## config.mk

```make
export PLATFORM = sky130hd
export DESIGN_NAME = ffr_fault_flag_response
export DESIGN_NICKNAME = d
export VERILOG_FILES = /design/src/ffr_pkg.sv /design/src/ffr_flag_if.sv /design/src/ffr_flag_handler.sv /design/src/ffr_fault_flag_response.sv
export SDC_FILE = /design/constraint.sdc
export NUM_CORES = 1
export LEC_CHECK = 0
export ABC_AREA = 1
export BUFFER_PORTS_ARGS = -buffer_cell sky130_fd_sc_hd__buf_4
export CORE_UTILIZATION = 65
export DETAILED_ROUTE_END_ITERATION = 6
export MAX_ROUTING_LAYER = met4
export PLACE_DENSITY_LB_ADDON = 0.1
export SLEW_MARGIN = 20
export SYNTH_ARGS = -nofsm -noshare
export SYNTH_HDL_FRONTEND = slang
export SYNTH_SLANG_ARGS = --single-unit
```

## constraint.sdc

```tcl
create_clock -name clk_sys -period 8 [get_ports clk_sys]
set_input_delay 0.8 -clock clk_sys [delete_from_list [all_inputs] [get_ports clk_sys]]
set_output_delay 0.8 -clock clk_sys [all_outputs]
set_load 0.02 [all_outputs]
```

## src/ffr_pkg.sv

```systemverilog
/*
  Constants, register map and types for the fault flag response block.
  Assumes a 40 MHz system clock and a byte-wide register port at the printed addresses.
*/
package ffr_pkg;

  localparam int unsigned CLK_MHZ = 40;

  // Register addresses
  localparam logic [15:0] ADDR_CFG_FIRST = 16'hFE00;
  localparam logic [15:0] ADDR_GLOBAL = 16'hFE06;
  localparam int unsigned NUM_CFG_REGS = 7;
  localparam logic [7:0] CFG_RESET = 8'h00;
  localparam logic [7:0] GLOBAL_RESET = 8'h00;

  // Global register fields
  localparam int unsigned GLB_DELAY_LSB = 6;
  localparam int unsigned GLB_OV_IGNORE_BIT = 5;
  localparam int unsigned GLB_OV_DEB_BIT = 4;

  // Nibble layout within a flag configuration register
  localparam int unsigned NIB_HIGH_LSB = 4;
  localparam int unsigned NIB_LOW_LSB = 0;
  localparam int unsigned NIB_ACT_LSB = 2;
  localparam int unsigned NIB_REC_LSB = 0;

  localparam logic [1:0] ACT_NONE = 2'h0;
  localparam logic [1:0] ACT_CHAN_A = 2'h1;
  localparam logic [1:0] ACT_CHAN_B = 2'h2;
  localparam logic [1:0] ACT_ALL = 2'h3;
  localparam logic [1:0] REC_SOFT = 2'h0;
  localparam logic [1:0] REC_NOW = 2'h1;

  // Flag indices
  localparam int unsigned NUM_FLAGS = 13;
  localparam int unsigned FLAG_EXT = 12;

  // Timing
  localparam int unsigned TICK_US = 1000;
  localparam int unsigned TICK_CYCLES = TICK_US * CLK_MHZ;
  localparam logic [10:0] DELAY_MS_0 = 11'h0FA;
  localparam logic [10:0] DELAY_MS_1 = 11'h1F4;
  localparam logic [10:0] DELAY_MS_2 = 11'h3E8;
  localparam logic [10:0] DELAY_MS_3 = 11'h7D0;
  localparam int unsigned DEB_LONG_US = 500;
  localparam int unsigned DEB_SHORT_US = 2;
  localparam int unsigned DEB_LONG_CYCLES = DEB_LONG_US * CLK_MHZ;
  localparam int unsigned DEB_SHORT_CYCLES = DEB_SHORT_US * CLK_MHZ;

  typedef enum logic [1:0] {
    FFR_IDLE = 2'h0,
    FFR_HELD = 2'h1,
    FFR_DELAY = 2'h3,
    FFR_LATCH = 2'h2
  } ffr_state_t;

endpackage : ffr_pkg

```

## src/ffr_flag_if.sv

```systemverilog
/*
  Carrier between the top block and one per-flag handler.
  Assumes the top drives config, flag level, tick and delay every cycle.
*/
`timescale 1ns/1ps
interface ffr_flag_if;
  logic flag;
  logic [3:0] cfg;
  logic tick;
  logic [10:0] delay_ms;
  logic power_on_request;
  logic [2:0] disable_abc;
  logic [2:0] soft_start_abc;

  modport handler (
    input flag,
    input cfg,
    input tick,
    input delay_ms,
    input power_on_request,
    output disable_abc,
    output soft_start_abc
  );

  modport owner (
    output flag,
    output cfg,
    output tick,
    output delay_ms,
    output power_on_request,
    input disable_abc,
    input soft_start_abc
  );
endinterface : ffr_flag_if

```

## src/ffr_flag_handler.sv

```systemverilog
/*
  Response state machine for one fault flag.
  Assumes the flag input is already detected and synchronous to clk_sys.
*/
`timescale 1ns/1ps
module ffr_flag_handler (
  input wire logic clk_sys,
  input wire logic reset,
  ffr_flag_if.handler fi
);

  ffr_pkg::ffr_state_t state_reg, state_next;
  logic [1:0] act_reg, act_next;
  logic [10:0] ms_reg, ms_next;
  logic ss_reg, ss_next;
  logic [2:0] act_mask;

  always_comb
  begin
    state_next = state_reg;
    act_next = act_reg;
    ms_next = ms_reg;
    ss_next = 1'b0;
    case (state_reg)
      ffr_pkg::FFR_IDLE:
      begin
        if (fi.flag)
        begin
          // Action sampled at the moment the flag sets
          act_next = fi.cfg[ffr_pkg::NIB_ACT_LSB +: 2];
          state_next = ffr_pkg::FFR_HELD;
        end
      end
      ffr_pkg::FFR_HELD:
      begin
        ms_next = 11'h000;
        if (!fi.flag)
        begin
          if (fi.cfg[ffr_pkg::NIB_REC_LSB + 1])
            state_next = ffr_pkg::FFR_LATCH;
          else if (fi.cfg[ffr_pkg::NIB_REC_LSB +: 2] == ffr_pkg::REC_NOW)
            state_next = ffr_pkg::FFR_IDLE;
          else
            state_next = ffr_pkg::FFR_DELAY;
        end
      end
      ffr_pkg::FFR_DELAY:
      begin
        if (fi.flag)
          state_next = ffr_pkg::FFR_HELD;
        else if (fi.tick)
        begin
          if (ms_reg + 11'h001 >= fi.delay_ms)
          begin
            ss_next = 1'b1;
            state_next = ffr_pkg::FFR_IDLE;
          end
          else
            ms_next = ms_reg + 11'h001;
        end
      end
      ffr_pkg::FFR_LATCH:
      begin
        if (fi.flag)
          state_next = ffr_pkg::FFR_HELD;
        else if (fi.power_on_request)
          state_next = ffr_pkg::FFR_IDLE;
      end
      default:
        state_next = ffr_pkg::FFR_IDLE;
    endcase
  end

  always_ff @(posedge clk_sys)
  begin
    if (reset)
    begin
      state_reg <= ffr_pkg::FFR_IDLE;
      act_reg <= ffr_pkg::ACT_NONE;
      ms_reg <= 11'h000;
      ss_reg <= 1'b0;
    end
    else
    begin
      state_reg <= state_next;
      act_reg <= act_next;
      ms_reg <= ms_next;
      ss_reg <= ss_next;
    end
  end

  // Bit 0 chan A, bit 1 chan B, bit 2 chan C
  always_comb
  begin
    case (act_reg)
      ffr_pkg::ACT_CHAN_A: act_mask = 3'h1;
      ffr_pkg::ACT_CHAN_B: act_mask = 3'h2;
      ffr_pkg::ACT_ALL: act_mask = 3'h7;
      default: act_mask = 3'h0;
    endcase
  end

  assign fi.disable_abc = (state_reg == ffr_pkg::FFR_IDLE) ? 3'h0 : act_mask;
  assign fi.soft_start_abc = ss_reg ? act_mask : 3'h0;

endmodule : ffr_flag_handler

```

## src/ffr_fault_flag_response.sv

```systemverilog
/*
  Fault flag response top: flag configuration registers, global delay select,
  supply overvoltage debounce and one response handler per fault flag.
  Assumes detected flags are levels synchronous to clk_sys and a simple
  byte register port addressed by the printed register addresses.
*/
`timescale 1ns/1ps
module ffr_fault_flag_response #(
  parameter int unsigned TICK_CYCLES = ffr_pkg::TICK_CYCLES,
  parameter int unsigned DEB_LONG_CYCLES = ffr_pkg::DEB_LONG_CYCLES,
  parameter int unsigned DEB_SHORT_CYCLES = ffr_pkg::DEB_SHORT_CYCLES
) (
  input wire logic clk_sys,
  input wire logic reset,
  input wire logic [15:0] reg_addr,
  input wire logic [7:0] reg_wdata,
  input wire logic reg_wr,
  input wire logic reg_rd,
  output logic [7:0] reg_rdata,
  output logic reg_rvalid,
  input wire logic sense1_chan_a_overcurrent,
  input wire logic sense1_chan_b_overcurrent,
  input wire logic sense2_chan_a_overcurrent,
  input wire logic sense2_chan_b_overcurrent,
  input wire logic chan_a_overvolt,
  input wire logic chan_b_overvolt,
  input wire logic chan_a_undervolt,
  input wire logic chan_b_undervolt,
  input wire logic chan_c_overcurrent,
  input wire logic line_sense_fault,
  input wire logic overtemp_one,
  input wire logic overtemp_two,
  input wire logic external_fault_input,
  input wire logic supply_overvoltage,
  input wire logic power_on_request,
  output logic chan_a_disable,
  output logic chan_b_disable,
  output logic chan_c_disable,
  output logic chan_a_soft_start,
  output logic chan_b_soft_start,
  output logic chan_c_soft_start,
  output logic supply_ov_flag,
  output logic part_restart
);

  localparam int unsigned NF = ffr_pkg::NUM_FLAGS;

  // Register file
  logic [7:0] cfg_reg [0:ffr_pkg::NUM_CFG_REGS-1];
  logic [7:0] cfg_next [0:ffr_pkg::NUM_CFG_REGS-1];
  logic [7:0] rdata_reg, rdata_next;
  logic rvalid_reg, rvalid_next;
  logic [15:0] addr_off;
  logic addr_hit;
  logic [2:0] addr_idx;

  assign addr_off = reg_addr - ffr_pkg::ADDR_CFG_FIRST;
  assign addr_hit = (reg_addr >= ffr_pkg::ADDR_CFG_FIRST) && (reg_addr <= ffr_pkg::ADDR_GLOBAL);
  assign addr_idx = addr_off[2:0];

  always_comb
  begin
    for (int i = 0; i < ffr_pkg::NUM_CFG_REGS; i++)
      cfg_next[i] = cfg_reg[i];
    if (reg_wr && addr_hit)
      cfg_next[addr_idx] = reg_wdata;
    rvalid_next = reg_rd;
    // Unmapped addresses read back as zero
    rdata_next = 8'h00;
    if (reg_rd && addr_hit)
      rdata_next = cfg_reg[addr_idx];
  end

  always_ff @(posedge clk_sys)
  begin
    if (reset)
    begin
      for (int i = 0; i < ffr_pkg::NUM_CFG_REGS - 1; i++)
        cfg_reg[i] <= ffr_pkg::CFG_RESET;
      cfg_reg[ffr_pkg::NUM_CFG_REGS-1] <= ffr_pkg::GLOBAL_RESET;
      rdata_reg <= 8'h00;
      rvalid_reg <= 1'b0;
    end
    else
    begin
      for (int i = 0; i < ffr_pkg::NUM_CFG_REGS; i++)
        cfg_reg[i] <= cfg_next[i];
      rdata_reg <= rdata_next;
      rvalid_reg <= rvalid_next;
    end
  end

  assign reg_rdata = rdata_reg;
  assign reg_rvalid = rvalid_reg;

  logic [7:0] glb;
  assign glb = cfg_reg[ffr_pkg::NUM_CFG_REGS-1];

  // Global delay select, shared by every flag
  logic [10:0] delay_ms;
  always_comb
  begin
    case (glb[ffr_pkg::GLB_DELAY_LSB +: 2])
      2'h0: delay_ms = ffr_pkg::DELAY_MS_0;
      2'h1: delay_ms = ffr_pkg::DELAY_MS_1;
      2'h2: delay_ms = ffr_pkg::DELAY_MS_2;
      default: delay_ms = ffr_pkg::DELAY_MS_3;
    endcase
  end

  // One millisecond tick; a shared prescaler keeps per-flag counters at 11 bits
  logic [31:0] pre_reg, pre_next;
  logic tick_reg, tick_next;

  always_comb
  begin
    tick_next = 1'b0;
    pre_next = pre_reg + 32'h0000_0001;
    if (pre_reg >= 32'(TICK_CYCLES - 1))
    begin
      pre_next = 32'h0000_0000;
      tick_next = 1'b1;
    end
  end

  always_ff @(posedge clk_sys)
  begin
    if (reset)
    begin
      pre_reg <= 32'h0000_0000;
      tick_reg <= 1'b0;
    end
    else
    begin
      pre_reg <= pre_next;
      tick_reg <= tick_next;
    end
  end

  // Supply overvoltage: set after the condition holds for the debounce time
  logic [31:0] deb_reg, deb_next;
  logic ov_reg, ov_next;
  logic restart_reg, restart_next;
  logic ov_enabled;
  logic [31:0] deb_limit;

  assign ov_enabled = !glb[ffr_pkg::GLB_OV_IGNORE_BIT];
  assign deb_limit = glb[ffr_pkg::GLB_OV_DEB_BIT] ? 32'(DEB_SHORT_CYCLES) : 32'(DEB_LONG_CYCLES);

  always_comb
  begin
    deb_next = 32'h0000_0000;
    ov_next = ov_reg;
    restart_next = 1'b0;
    if (!ov_enabled)
      ov_next = 1'b0;
    else if (supply_overvoltage)
    begin
      if (deb_reg + 32'h0000_0001 >= deb_limit)
      begin
        ov_next = 1'b1;
        deb_next = deb_reg;
      end
      else
        deb_next = deb_reg + 32'h0000_0001;
    end
    else
    begin
      ov_next = 1'b0;
      restart_next = ov_reg;
    end
  end

  always_ff @(posedge clk_sys)
  begin
    if (reset)
    begin
      deb_reg <= 32'h0000_0000;
      ov_reg <= 1'b0;
      restart_reg <= 1'b0;
    end
    else
    begin
      deb_reg <= deb_next;
      ov_reg <= ov_next;
      restart_reg <= restart_next;
    end
  end

  assign supply_ov_flag = ov_reg;
  assign part_restart = restart_reg;

  // Per-flag handlers
  logic [NF-1:0] flags;
  assign flags = {external_fault_input, overtemp_two, overtemp_one, line_sense_fault,
                  chan_c_overcurrent, chan_b_undervolt, chan_a_undervolt, chan_b_overvolt,
                  chan_a_overvolt, sense2_chan_b_overcurrent, sense2_chan_a_overcurrent,
                  sense1_chan_b_overcurrent, sense1_chan_a_overcurrent};

  logic [2:0] dis_vec [0:NF-1];
  logic [2:0] ss_vec [0:NF-1];

  for (genvar g = 0; g < NF; g++)
  begin : g_flag
    ffr_flag_if fif ();
    assign fif.flag = flags[g];
    assign fif.tick = tick_reg;
    assign fif.delay_ms = delay_ms;
    assign fif.power_on_request = power_on_request;
    if (g == ffr_pkg::FLAG_EXT)
    begin : g_ext
      assign fif.cfg = glb[ffr_pkg::NIB_LOW_LSB +: 4];
    end
    else if (g % 2 == 1)
    begin : g_high
      assign fif.cfg = cfg_reg[g / 2][ffr_pkg::NIB_HIGH_LSB +: 4];
    end
    else
    begin : g_low
      assign fif.cfg = cfg_reg[g / 2][ffr_pkg::NIB_LOW_LSB +: 4];
    end
    ffr_flag_handler u_handler (
      .clk_sys(clk_sys),
      .reset(reset),
      .fi(fif.handler)
    );
    assign dis_vec[g] = fif.disable_abc;
    assign ss_vec[g] = fif.soft_start_abc;
  end

  // Combine handlers; supply overvoltage shuts down every channel while set
  logic [2:0] dis_reg, dis_next;
  logic [2:0] ss_reg, ss_next;

  always_comb
  begin
    dis_next = ov_reg ? 3'h7 : 3'h0;
    ss_next = 3'h0;
    for (int i = 0; i < NF; i++)
    begin
      dis_next = dis_next | dis_vec[i];
      ss_next = ss_next | ss_vec[i];
    end
    // A soft start is only asked for channels no other flag still holds off
    ss_next = ss_next & ~dis_next;
  end

  always_ff @(posedge clk_sys)
  begin
    if (reset)
    begin
      dis_reg <= 3'h0;
      ss_reg <= 3'h0;
    end
    else
    begin
      dis_reg <= dis_next;
      ss_reg <= ss_next;
    end
  end

  assign chan_a_disable = dis_reg[0];
  assign chan_b_disable = dis_reg[1];
  assign chan_c_disable = dis_reg[2];
  assign chan_a_soft_start = ss_reg[0];
  assign chan_b_soft_start = ss_reg[1];
  assign chan_c_soft_start = ss_reg[2];

endmodule : ffr_fault_flag_response

```

# Word level (Yosys, flattened, before mapping)
# Memory sizes are Yosys's and may differ from the RTL's. A register that Yosys moved wholly into a read port is not among the register bits.
# Index checks and enable logic that the tools add are counted.
dict set report word_totals {
  ff_bits 282
  mem_bits_rw 56
  inputBits 43
  out_inout_bits 17
  elab_cells 671
  mem_count 1
}
# name depth width read_ports rd_clocked_by_memory_dff write_ports line_no
set mem_list {}
lappend mem_list {cfg_reg 7 8 8 1 7 ffr_fault_flag_response.sv:49} ;# logic [7:0] cfg_reg [0:ffr_pkg::NUM_CFG_REGS-1];
dict set report op_classes {
  n_addsub 16
  n_lt_le_gt_ge 19
  eq_ne 197
  muxes 240
  n_bitwise 51
  n_reduce_logical 87
}
# operator n
set op_table {}
lappend op_table {{11-bit two-way mux} 39}
lappend op_table {{11-bit case mux with 2 select lines} 13}
lappend op_table {{2-bit two-way mux} 105}
lappend op_table {{11-bit by 1-bit adder with 11-bit output, second input constant} 13}
lappend op_table {{11-bit greater-or-equal comparator} 13}
lappend op_table {{2-bit != test, second input constant} 65}
lappend op_table {{3-bit case mux with 3 select lines} 13}
lappend op_table {{2-bit equality test, second input constant} 53}
lappend op_table {{2-bit case mux with 4 select lines} 13}
lappend op_table {{3-bit two-way mux} 27}
lappend op_table {{2-bit by 1-bit equality test with 1-bit output, second input constant} 40}
lappend op_table {{3-bit != test, second input constant} 26}
lappend op_table {{3-bit OR} 25}
lappend op_table {{5-bit AND reduction} 13}
lappend op_table {{32-bit by 1-bit adder with 32-bit output, second input constant} 2}
lappend op_table {{8-bit two-way mux} 8}
lappend op_table {{56-bit bitwise mux} 1}
lappend op_table {{56-bit two-way mux} 1}
lappend op_table {{4-bit AND reduction} 13}
lappend op_table {{4-bit OR reduction} 13}
lappend op_table {{3-bit by 2-bit != test with 1-bit output, second input constant} 13}
lappend op_table {{11-bit case mux with 3 select lines} 1}
lappend op_table {{32-bit by 15-bit greater-or-equal comparator with 1-bit output} 1}
lappend op_table {{32-bit by 16-bit greater-or-equal comparator with 1-bit output, second input constant} 1}
lappend op_table {{19 further kinds} 98}

# Depth between registers and ports, before layout
dict set report logic_depth {
  word_depth 18
  depth_mapped 20
  ltp_nobuf 20
}

# Hierarchy
# A second synthesis with hierarchy kept.
dict set report hier_totals {
  cells_unflattened 3795
  area_unflattened_um2 24091.9
}
# module n_inst cells_each area_per_inst_um2 seq_area_each_um2
set by_module_without_submodules {}
lappend by_module_without_submodules {{ffr_flag_handler at g_flag[0].u_handler ...} 11 227 1371.3 320.3}
lappend by_module_without_submodules {ffr_fault_flag_response 1 880 6318.6 2762.6}
lappend by_module_without_submodules {{ffr_flag_handler at g_flag[9].u_handler} 1 223 1360.1 320.3}
lappend by_module_without_submodules {{ffr_flag_handler at g_flag[12].u_handler} 1 195 1328.8 320.3}

# Worst setup path after synthesis
# Ideal clock, no wire load.
dict set report synth_path {
  kind {register to register}
  start {memory cfg_reg[6][6]}
  end {register g_flag[3].u_handler.ms_reg[3]}
  setup_ps 128
  t_arrival_ps 2808
  required_time_ps 7872
  setup_slack_ps 5065
  stages_incl_launch_ff 15
  path_buffers 0
  period_less_slack_ps 2935
  path_cell_list {dfxtp_1 -> nor2_1 -> ha_1 -> nand2_1 -> nand2_1 -> a21oi_1 -> o21ai_0 -> o21ai_0 -> nand2_1 -> nand2_1 -> nand3_1 -> nand2_1 -> nor2_1 -> nor2_1 -> nor2_1}
}
# item line_no
set synth_rtl {}
lappend synth_rtl {{from (decl)} ffr_fault_flag_response.sv:49}
lappend synth_rtl {{to (signal assigned)} ffr_flag_handler.sv:87} ;# ms_reg <= ms_next;
lappend synth_rtl {{to (decl)} ffr_flag_handler.sv:14} ;# logic [10:0] ms_reg, ms_next;

==> results.cfg <==
[run_status]
status = finished with violations
failed_checks = DRC

[floorplan]
start_util = 0.664
ios = 60
die_area_sq_um = 32100
placementRows = 64
die_x_um = 179
core_area_sq_um = 30700
die_height_um = 179

[sta]
worst_slew_pin_slew_ns = 1.12
timing.slew.headroom = 0.248
hold_viol = 0
fin_skew_ns = 0.00970
rsz0062_at_grt = no
drv_slew = 0
fmax_mhz = 236
fin_crit_sh = 0.530
setup_viol = 0
finalCriticalPeriod_ns = 4.24
fin_tns_setup_ns = 0
setup_slack_ns = 3.76

[power_and_ir_drop]
switching_share = 0.267
clock_power_share = 0.454
p_switching_uw = 1110
powerDensity_nw_per_um2 = 185
p_int_uw = 3060
p_seq_frac = 0.440
ir_worst_vdd_mv = 0.192
leakage_uw = 0.00987
p_comb_frac = 0.105

[worst_setup_path]
required_ns = 8.47
cp.arrival_ns = 4.71
critPathLaunchType = flip-flop
critPathTopFamily = simple AND/OR/NAND/NOR gates
worstSetupPathType = reg -> reg
path_cells = buf_4, nand2_1, ha_1, a21oi_1, nor2_1, o21ai_0, nand2_1, nand2_1, nand3_1, nor2_1, o21ai_0, nor2_1
slowest_delay_ns = 0.85
cp-end-kind = flip-flop
path_buf_inv = 1
slowest_stage = dfxtp_1
crit_fanout = 13

[drt]
via_per_inst = 5.88
drt-initial-drc-count = 1752
wl_um = 56600
antenna_left = 0
first_pass_iters = 7
route.detailed.drc = 8
dr_total_vias = 20400
detail_route.wl_per_cell_um = 16.3

[global_route]
grt_pass1_wl_um = 90300
antenna_found_initial = 1
grt_pass1_vias = 18800
grt.overflow.total = 0
grt_util_all_layers = 0.358
grt_max_degree = 87

[clock_tree]
worstSkewPairLatency_ns = 0.53
clockBufferDepth = 3
cts_tree = built
clk_pin_slew_worst_paths_ns = 0.06
cts_setup_buffers = 0
cts_root_buf = clkbuf_16
cts_inserted_buffers = 38
htreeDepth = 2
cts_resized = 0
hold_buffers = 0
clock-sinks = 346

[placed_design]
placed_area_sq_um = 21200
dp_slack_ns = 3.95
dp_hpwl_um = 40000
gp_congestion = 0.978
numPortBuffers = 59

[run]
drv_cap = 0

[yosys]
ys_ff_latch = 346
netlist_area_sq_um = 20400
syn_avg_cell_area_sq_um = 6.80
netlist_instances = 3005
netlist.area_leader.share = 0.339
async_flop_share = 0
yosysTopAreaCell = dfxtp_1
synth_edf_count = 0
synth_cell_types = 55
synth_area_leaders = dfxtp_1 (34%), nand2_1 (10%), ha_1 (7.7%), inv_1 (7.2%), nand3_1 (6.8%)
yosys_warnings = 0
synth_flop_cell = dfxtp_1
ys_seq_area_frac = 0.339

[min_path]
hold_path.class = reg -> reg

[cells_and_area]
synthToLayoutAreaGrowth_pct = 10.3
fin_nets = 3217
largest_reg_flops = 143
fin_area_sq_um = 22500
drive_above_1_share = 0.0588
-- logic make-up (layout without fill, tap and decap cells) --
| kind of cell | count (synthesis) | after routing | share of synthesized area |
|---|---|---|---|
| AOI/OAI and AO/OA | 547 | 547 | 0.145 |
| xor gates and xnor gates | 112 | 112 | 0.0480 |
| buffers and inverters | 482 | 538 | 0.0899 |
| adders and majority gates | 126 | 126 | 0.0772 |
| other | 1 | 17 | 0.000184 |
| and+or+nand+nor | 1391 | 1391 | 0.301 |
| DFF | 346 | 346 | 0.339 |
-- layout by cell type (no fill, tap or decap), drive strengths merged, types with 88 or more instances in the layout --
cell type,n
inv,395
o21ai,196
ha,126
nor2,366
a21oi,275
nand2,560
nand3,281
dfxtp,346
nand4,99
xor2,88
-- final timing paths --
kind	slack [ns]	cells after the start	from	to
setup / recovery	3.76	12	cfg_reg[6][6]	g_flag[12].u_handler.ms_reg[0]
hold reg to reg	0.45	1	pre_reg[0]	pre_reg[0]
setup reg to reg	3.76	12	cfg_reg[6][6]	g_flag[12].u_handler.ms_reg[0]
hold / removal	0.45	1	pre_reg[0]	pre_reg[0]
-- metal layers --
| metal | vias to the layer above | share of wire | global-route usage | routed length, um |
|---|---|---|---|---|
| met5 | - | 0 | - | 0 |
| met4 | 0 | 0.037 | 0.144 | 2080 |
| met3 | 155 | 0.077 | 0.0424 | 4350 |
| met2 | 844 | 0.46 | 0.583 | 26100 |
| met1 | 9352 | 0.43 | 0.452 | 24100 |
| li1 | 10100 | - | - | - |
-- worst reg2reg max path, delay by kind of cell (launching register included) --
kind / cells / cell delay [ns]
adders and majority gates: 1 / 0.56
AOI/OAI and AO/OA: 3 / 0.53
DFF: 1 / 0.85
and+or+nand+nor: 7 / 1.90
buffers and inverters: 1 / 0.33
-- synth_stat cells, drive strengths merged (7+ instances only) --
cell type    n
a211oi      10
a21o         9
a21oi      275
a31oi        8
and3         7
buf         22
clkbuf      61
dfxtp      346
ha         126
inv        395
nand2      560
nand3      281
nand3b       9
nand4       99
nor2       366
nor3        43
nor4        18
o21ai      196
o21bai      10
xnor2       24
xor2        88
-- through the flow --
step	utilization	hold WS [ns]	cells	total power, uW
after floorplan	-	0.418	3020	2160
after global placement	0.689	0.430	3404	2280
after detailed placement	0.689	0.446	3404	2300
after CTS	0.733	0.459	3472	4170
after global routing	0.733	0.489	3473	4300
final	0.733	0.454	3473	4170
-- layout make-up --
| cell class | count | area [sq um] |
|---|---|---|
| fill | 2554 | 8220 |
| multi-input combinational | 2192 | 11700 |
| clock inverter | 15 | 206 |
| clock buffer | 53 | 1140 |
| inverter | 399 | 1500 |
| tap | 396 | 495 |
| timing repair buffer | 71 | 533 |
| sequential | 346 | 6930 |
| antenna | 1 | 2.50 |
-- power groups by stage --
stage	registers (uW)	clock network (uW)	logic, uW
3_3_place_gp	1870	0	413
5_1_grt	1840	1980	486
3_5_place_dp	1870	0	425
6_report	1840	1900	440
2_1_floorplan	1850	0	311
4_1_cts	1830	1900	430
Note: power is estimated with default switching activity, not from simulation.
